**config.mk**
```make
export PLATFORM = sky130hd
export DESIGN_NAME = dcc_chan_cfg
export DESIGN_NICKNAME = d
export VERILOG_FILES = /design/src/dcc_pkg.sv /design/src/dcc_slot_ctr.sv /design/src/dcc_chan_cfg.sv
export VERILOG_INCLUDE_DIRS = /design/src
export SDC_FILE = /design/constraint.sdc
export NUM_CORES = 1
export LEC_CHECK = 0
export BUFFER_PORTS_ARGS = -buffer_cell sky130_fd_sc_hd__buf_4
export CAP_MARGIN = 20
export CORE_MARGIN = 5
export CORE_UTILIZATION = 36
export CTS_CLUSTER_DIAMETER = 200
export DETAILED_ROUTE_END_ITERATION = 6
export PLACE_DENSITY = 0.61
export SLEW_MARGIN = 20
export SYNTH_ARGS = -nofsm -noshare
export SYNTH_HDL_FRONTEND = slang
export SYNTH_SLANG_ARGS = --single-unit
export TNS_END_PERCENT = 30
```
**constraint.sdc**
```tcl
create_clock -name clk_sys_i -period 1.7 [get_ports clk_sys_i]
set_clock_uncertainty 0.05 [all_clocks]
set_input_delay 0.085 -clock clk_sys_i [delete_from_list [all_inputs] [get_ports clk_sys_i]]
set_output_delay 0.085 -clock clk_sys_i [all_outputs]
set_load 0.01 [all_outputs]
```
**src/dcc_params.svh**
```systemverilog
// Purpose: Shared constants of the dual channel transmit configuration block
// Assumes: Included by the package and by the design modules
// Notes: Widths are fixed; no run-time sizing
`ifndef DCC_PARAMS_SVH
`define DCC_PARAMS_SVH

// Number of message buffers and index width
`define DCC_NUM_MB 16
`define DCC_MB_IDX_W 4
// Slot counter width
`define DCC_SLOT_W 11
// Channel assignment bit positions inside each buffer's two bits
`define DCC_ASG_A 0
`define DCC_ASG_B 1
// Reset values
`define DCC_ASG_RST 2'h0
`define DCC_SLOT_RST 11'h000
`define DCC_CFG_RST 3'h0

`endif

```
**src/dcc_pkg.sv**
```systemverilog
// Purpose: Types shared by the channel configuration modules
// Assumes: dcc_params.svh holds every number
// Notes: Structs carry related signals together
`include "dcc_params.svh"

package dcc_pkg;

    typedef struct packed {
        logic single_sel;
        logic first_en;
        logic second_en;
    } dcc_cfg_t;

    typedef struct packed {
        logic we;
        logic [`DCC_MB_IDX_W-1:0] idx;
        logic [1:0] val;
    } dcc_asg_wr_t;

    typedef struct packed {
        logic req;
        logic [`DCC_MB_IDX_W-1:0] idx;
    } dcc_tx_req_t;

    typedef struct packed {
        logic port_a;
        logic port_b;
        logic drop;
    } dcc_tx_out_t;

    typedef enum logic {
        DCC_READY,
        DCC_ACK_WAIT
    } dcc_ack_t;

    typedef struct packed {
        logic [`DCC_SLOT_W-1:0] count;
    } dcc_ctr_state_t;

    typedef struct packed {
        dcc_cfg_t cfg;
        logic [`DCC_NUM_MB-1:0][1:0] asg;
        dcc_ack_t ack;
        dcc_tx_out_t out;
        logic static_seg;
        logic dual;
        logic int_a_act;
        logic port_b_act;
        logic b_on_a;
    } dcc_state_t;

endpackage

```
**src/dcc_slot_ctr.sv**
```systemverilog
// Purpose: Slot counter of one internal channel
// Assumes: Tick and cycle start come from logic on the same clock
// Notes: Cycle start wins over a tick in the same cycle
`timescale 1ns/10ps
`include "dcc_params.svh"

module dcc_slot_ctr (
    input wire logic clk_sys_i,
    input wire logic srst_i,
    input wire logic ce_i,
    input wire logic cycle_start_i,
    input wire logic tick_i,
    output logic [`DCC_SLOT_W-1:0] count_o
);
    import dcc_pkg::*;

    dcc_ctr_state_t st;
    dcc_ctr_state_t next_st;

    always_comb begin
        next_st = st;
        if (cycle_start_i) begin
            next_st.count = `DCC_SLOT_RST;
        end else if (tick_i) begin
            next_st.count = st.count + `DCC_SLOT_W'(1);
        end
    end

    always_ff @(posedge clk_sys_i) begin
        if (srst_i) begin
            st.count <= `DCC_SLOT_RST;
        end else if (ce_i) begin
            st <= next_st;
        end
    end

    assign count_o = st.count;

endmodule

```
**src/dcc_chan_cfg.sv**
```systemverilog
// Purpose: Channel mode, channel enables and per-buffer channel routing
// Assumes: Requests, ticks and acks come from logic on clk_sys_i
// Notes: Reproduces the lost channel B frame of the dual mode with the
//        first channel off; see the missed-slot path below
`timescale 1ns/10ps
`include "dcc_params.svh"

module dcc_chan_cfg (
    input wire logic clk_sys_i,
    input wire logic srst_i,
    input wire logic ce_i,
    input wire logic comm_active_i,
    input dcc_pkg::dcc_cfg_t cfg_i,
    input dcc_pkg::dcc_asg_wr_t asg_wr_i,
    input dcc_pkg::dcc_tx_req_t tx_req_i,
    input wire logic cycle_start_i,
    input wire logic [1:0] slot_tick_i,
    input wire logic ack_a_i,
    input wire logic [`DCC_SLOT_W-1:0] static_slots_i,
    output logic port_a_tx_o,
    output logic port_b_tx_o,
    output logic tx_drop_o,
    output logic static_seg_o,
    output logic dual_mode_o,
    output logic int_a_active_o,
    output logic port_b_active_o,
    output logic b_on_port_a_o
);
    import dcc_pkg::*;

    // ************************************************
    // Slot counters
    // ************************************************
    logic [1:0][`DCC_SLOT_W-1:0] slot_cnt;

    genvar g;
    generate
        for (g = 0; g < 2; g++) begin : g_ctr
            dcc_slot_ctr u_ctr (
                .clk_sys_i(clk_sys_i),
                .srst_i(srst_i),
                .ce_i(ce_i),
                .cycle_start_i(cycle_start_i),
                .tick_i(slot_tick_i[g]),
                .count_o(slot_cnt[g])
            );
        end
    endgenerate

    // ************************************************
    // Configuration decode
    // ************************************************
    function automatic logic int_a_on(input dcc_cfg_t c);
        int_a_on = c.first_en | (c.single_sel & c.second_en);
    endfunction

    function automatic logic emul_b(input dcc_cfg_t c);
        emul_b = c.single_sel & c.second_en & ~c.first_en;
    endfunction

    dcc_state_t st;
    dcc_state_t next_st;

    logic dual;
    logic int_b_on;
    logic errata_cfg;
    logic both_cfg;
    logic dyn_b;
    logic [1:0] asg_sel;
    logic want_a;
    logic send_a;
    logic send_b;

    always_comb begin
        dual = ~st.cfg.single_sel;
        int_b_on = dual & st.cfg.second_en;
        errata_cfg = dual & ~st.cfg.first_en & st.cfg.second_en;
        both_cfg = dual & st.cfg.first_en & st.cfg.second_en;
        dyn_b = slot_cnt[1] >= static_slots_i;
        asg_sel = st.asg[tx_req_i.idx];
        // In emulation the internal A logic serves buffers routed to B
        want_a = emul_b(st.cfg) ? asg_sel[`DCC_ASG_B]
                                : asg_sel[`DCC_ASG_A];
        send_a = int_a_on(st.cfg) & want_a;
        send_b = int_b_on & asg_sel[`DCC_ASG_B];
    end

    // ************************************************
    // Next state
    // ************************************************
    always_comb begin
        next_st = st;
        next_st.out = '0;
        // Changing mode mid-cycle would desync the slot counters
        if (!comm_active_i) begin
            next_st.cfg = cfg_i;
        end
        if (asg_wr_i.we) begin
            next_st.asg[asg_wr_i.idx] = asg_wr_i.val;
        end
        if (cycle_start_i) begin
            next_st.ack = DCC_READY;
        end
        case (st.ack)
            DCC_READY: begin
                if (tx_req_i.req) begin
                    next_st.out.port_a = send_a;
                    next_st.out.port_b = send_b;
                    // Ack is expected from the A side, which is off here
                    if (errata_cfg && dyn_b && send_b) begin
                        next_st.ack = DCC_ACK_WAIT;
                    end
                end
            end
            DCC_ACK_WAIT: begin
                if (tx_req_i.req) begin
                    next_st.out.port_a = send_a;
                    next_st.out.port_b = 1'b0;
                    next_st.out.drop = asg_sel[`DCC_ASG_B];
                    next_st.ack = DCC_READY;
                end else if (ack_a_i && int_a_on(st.cfg)) begin
                    next_st.ack = DCC_READY;
                end
            end
            default: begin
                next_st.ack = DCC_READY;
            end
        endcase
        // Boundary ignores channel B even when static buffers use B only
        next_st.static_seg = slot_cnt[0] < static_slots_i;
        next_st.dual = ~next_st.cfg.single_sel;
        next_st.int_a_act = int_a_on(next_st.cfg);
        next_st.port_b_act = ~next_st.cfg.single_sel
                             & next_st.cfg.second_en;
        next_st.b_on_a = emul_b(next_st.cfg);
    end

    always_ff @(posedge clk_sys_i) begin
        if (srst_i) begin
            st.cfg <= `DCC_CFG_RST;
            st.asg <= {`DCC_NUM_MB{`DCC_ASG_RST}};
            st.ack <= DCC_READY;
            st.out <= '0;
            st.static_seg <= 1'b0;
            st.dual <= 1'b1;
            st.int_a_act <= 1'b0;
            st.port_b_act <= 1'b0;
            st.b_on_a <= 1'b0;
        end else if (ce_i) begin
            st <= next_st;
        end
    end

    // ************************************************
    // Outputs
    // ************************************************
    assign port_a_tx_o = st.out.port_a;
    assign port_b_tx_o = st.out.port_b;
    assign tx_drop_o = st.out.drop;
    assign static_seg_o = st.static_seg;
    assign dual_mode_o = st.dual;
    assign int_a_active_o = st.int_a_act;
    assign port_b_active_o = st.port_b_act;
    assign b_on_port_a_o = st.b_on_a;

    // ************************************************
    // Assertions
    // ************************************************
    dual_mode_a:
    assert property (@(posedge clk_sys_i) disable iff (srst_i)
        ce_i && !comm_active_i |=> dual_mode_o == !$past(cfg_i.single_sel))
    else $error("dual mode flag does not follow select bit");

    chan_enable_a:
    assert property (@(posedge clk_sys_i) disable iff (srst_i)
        ce_i && tx_req_i.req && dual && st.cfg.first_en
        && st.ack == DCC_READY && asg_sel[`DCC_ASG_A]
        |=> port_a_tx_o)
    else $error("enabled channel A did not transmit");

    asg_route_a:
    assert property (@(posedge clk_sys_i) disable iff (srst_i)
        ce_i && asg_wr_i.we && asg_wr_i.val == 2'h1 && both_cfg
        && comm_active_i ##1 !asg_wr_i.we
        ##1 ce_i && tx_req_i.req && both_cfg
        && tx_req_i.idx == $past(asg_wr_i.idx, 2)
        |=> port_a_tx_o && !port_b_tx_o)
    else $error("buffer routed to A only went elsewhere");

    static_bound_a:
    assert property (@(posedge clk_sys_i) disable iff (srst_i)
        ce_i |=> static_seg_o == $past(slot_cnt[0] < static_slots_i))
    else $error("static boundary not from channel A counter");

    missed_slot_a:
    assert property (@(posedge clk_sys_i) disable iff (srst_i)
        ce_i && tx_req_i.req && st.ack == DCC_ACK_WAIT
        && asg_sel[`DCC_ASG_B] |=> tx_drop_o && !port_b_tx_o)
    else $error("frame after unacked minislot not dropped");

    emulate_b_a:
    assert property (@(posedge clk_sys_i) disable iff (srst_i)
        ce_i && tx_req_i.req && emul_b(st.cfg) && st.ack == DCC_READY
        && asg_sel[`DCC_ASG_B] |=> port_a_tx_o)
    else $error("channel B frame not sent by internal A logic");

    port_b_quiet_a:
    assert property (@(posedge clk_sys_i) disable iff (srst_i)
        ce_i && st.cfg.single_sel |=> !port_b_tx_o)
    else $error("port B active in single channel mode");

    both_enabled_a:
    assert property (@(posedge clk_sys_i) disable iff (srst_i)
        ce_i && tx_req_i.req && both_cfg && asg_sel[`DCC_ASG_B]
        |=> port_b_tx_o && !tx_drop_o)
    else $error("channel B frame lost with both channels on");

    cfg_hold_a:
    assert property (@(posedge clk_sys_i) disable iff (srst_i)
        ce_i && comm_active_i |=> $stable(st.cfg))
    else $error("configuration changed during communication");

endmodule

```
==> run_results.csv <==
group,metric,value,unit
run_status,status,"complete, no violations",
final_layout,final_common_cell,"buf_4",
placement,place_hpwl,6.65,mm
floorplanning,start_util,0.364,
placement,place_congestion,0.835,
sta,setup_viol,0,
worst_hold_path,hp-start,"asg_wr_i[1]",
drt,drc,0,
floorplanning,die_w,109,um
clock_tree,cts-root-buf,"clkbuf_8",
floorplanning,io-pin-count,42,
placement,io_buffers,41,
setup_path,reg2regPathDepth,7,
setup_path,critPathLaunchType,"flip-flop",
final_layout,diodes,0,
logic_synthesis,yosysSeqAreaShare,0.376,
drt,wl_per_cell,14.5,um
logic_synthesis,synth_edf_count,0,
logic_synthesis,synth_area,3510,sq um
sta,hold_slack,32.7,ps
floorplanning,core_region_area,9640,sq um
clock_tree,htree_levels,3,
grt,grt_start_max_net_pins,30,
final_layout,postLayoutCoreUtil,0.462,
logic_synthesis,ys_warn_count,0,
logic_synthesis,ys_ff_latch,66,
worst_hold_path,hold_path_depth,3,
sta,fin_crit,1700,ps
setup_path,r2r_setup_slack,5,ps
sta,tightest_slew,416,ps
drt,final_antenna_net_count,0,
sta,final_hold_viol_count,0,
final_layout,final_cell_mix,"68 x buf_4, 64 x dfxtp_1, 49 x nand2_1",
final_layout,drive_above_1_share,0.204,
drt,drt_pass1_iterations,4,
floorplanning,dieArea,11800,sq um
setup_path,rr_startpoint,"g_ctr[1].u_ctr.count_o[0]",
setup_path,cp.required,1880,ps
logic_synthesis,ys_types,46,
clock_tree,worstSkewPairLatency,350,ps
floorplanning,placementRows,36,
sta,maxSlewViolCount,0,
worst_hold_path,hp-class,"input port to flip-flop",
clock_tree,clock_path_buffers,2,
grt,grt_pass1_wl,15.0,mm
sta,fmax,590,MHz
placement,pre_cts_ws,-194,ps
clock_tree,cts_buffers,9,
sta,max_slew_margin,0.719,
clock_tree,path_clk_slew,80,ps
grt,overflow,0,
clock_tree,cts_tree,"yes",
setup_path,end_kind,"flip-flop",
logic_synthesis,synth_nets,478,
final_layout,stdcell_count,624,
grt,antenna_found_initial,0,
drt,via_count,3221,
setup_path,crit_fanout,2,
setup_path,r2r_end,"st[8]",
floorplanning,fp.dieH,109,um
final_layout,area_growth,26.7,%
placement,place_area,4100,sq um
power,power_density,739,nW/um^2
grt,grt_pass1_vias,3197,
power,ir_drop,0.464,mV
setup_path,crit_type,"flip-flop to flip-flop",
final_layout,fillers,983,
grt,grtUsageTotal,0.161,
sta,rsz0062_at_grt,"true",
logic_synthesis,synth_area_per_cell,8.35,sq um
power,p_total,3.29,mW
sta,setup_slack,4.74,ps
drt,vias_per_cell,5.16,
drt,drtIter0Drc,100,
logic_synthesis,synthCells,421,
sta,finalCritPeriodShare,0.997,
logic_synthesis,synthArstFlopShare,0,
final_layout,fin_nets,544,
placement,dp_cells,602,
power,leakage,1.82,nW
setup_path,critPathArrivalTime,1870,ps
drt,wirelength,9.03,mm
job,maxCapViolCount,0,
final_layout,postLayoutCellArea,4450,sq um
clock_tree,cts_num_sinks,66,
sta,tns,0,ps
worst_hold_path,hold_end,"st[40]",
logic_synthesis,synthFlopType,"dfxtp_1",
[flip-flops by register name (all words and copies together) (netlist names)]
signal and flops:
port_b_active_o 1, tx_drop_o 1, b_on_port_a_o 1, static_seg_o 1, g_ctr.u_ctr.count_o 22, int_a_active_o 1, st 36, dual_mode_o 1
port_a_tx_o 1, port_b_tx_o 1
[worst max-delay path by stage]
| stage | start | slack, ps | to | cells past startpoint |
|---|---|---|---|---|
| finish | g_ctr[1].u_ctr.count_o[0] | 5 | st[8] | 7 |
| CTS | g_ctr[1].u_ctr.count_o[4] | 4 | st[8] | 6 |
| global route | g_ctr[1].u_ctr.count_o[0] | -80 | st[8] | 7 |
| detailed placement | g_ctr[1].u_ctr.count_o[4] | -190 | st[8] | 6 |
| global placement | g_ctr[1].u_ctr.count_o[0] | -120 | st[8] | 7 |
| floorplan | g_ctr[1].u_ctr.count_o[4] | 20 | st[8] | 6 |
[layout make-up]
type                       instances  area [sq um]  share of cell area
multi-input combinational        315          2130               0.478
clock inverter                     5          55.1              0.0124
clock buffer                      10           138              0.0309
timing repair buffer              73           561               0.126
sequential                        66          1320               0.297
inverter                          22          82.6              0.0185
tap                              133           166              0.0374
[report_power, final]
group	switching, mW	internal (mW)	total, mW
Combinational	0.212	0.177	0.389
Clock	0.618	0.704	1.32
Sequential	0.0142	1.57	1.58
[cells by family (layout without fill, tap and decap cells)]
group | count (synthesis) | in the layout | share of synthesized area
AOI/OAI and AO/OA | 105 | 105 | 0.177
muxes | 27 | 27 | 0.0915
buffers and inverters | 40 | 110 | 0.0463
adders and majority gates | 23 | 23 | 0.0819
DFF | 66 | 66 | 0.376
xor gates and xnor gates | 10 | 10 | 0.0249
and+or+nand+nor | 150 | 150 | 0.202
[Yosys cell counts, drive strengths merged, types with 5 or more instances]
library cell | instances | area share
xor2 | 9 | 0.022
nand2b | 5 | 0.0089
mux2i | 22 | 0.063
o21ai | 34 | 0.048
dfxtp | 66 | 0.38
nor2 | 40 | 0.043
inv | 22 | 0.024
clkbuf | 13 | 0.014
nand3 | 12 | 0.017
a211oi | 6 | 0.013
nand4 | 7 | 0.012
buf | 5 | 0.0089
nand2 | 49 | 0.052
a21oi | 39 | 0.056
nor2b | 8 | 0.014
or3 | 14 | 0.025
ha | 23 | 0.082
[per-layer routing]
layer	GRT usage	wire, um
met1	0.192	4000
met2	0.278	4500
met3	0.0503	421
met4	0.0433	110
met5	0	0
[critical path, cell delays in order (launching register included)]
cell	delay (ps)
dfxtp_2	330
inv_1	50
ha_1	270
nand2b_4	150
a31oi_4	160
o21ai_2	100
a2111oi_4	350
o31ai_1	120
[what timing repair did]
action	4_1_cts	5_1_grt
hold endpoints to repair	8	0
hold buffers	5	0
endpoints found under the setup margin	1	3
setup buffers	0	2
gates resized for setup	4	13
pin swaps	2	5
(Power assumes the default switching activity.)
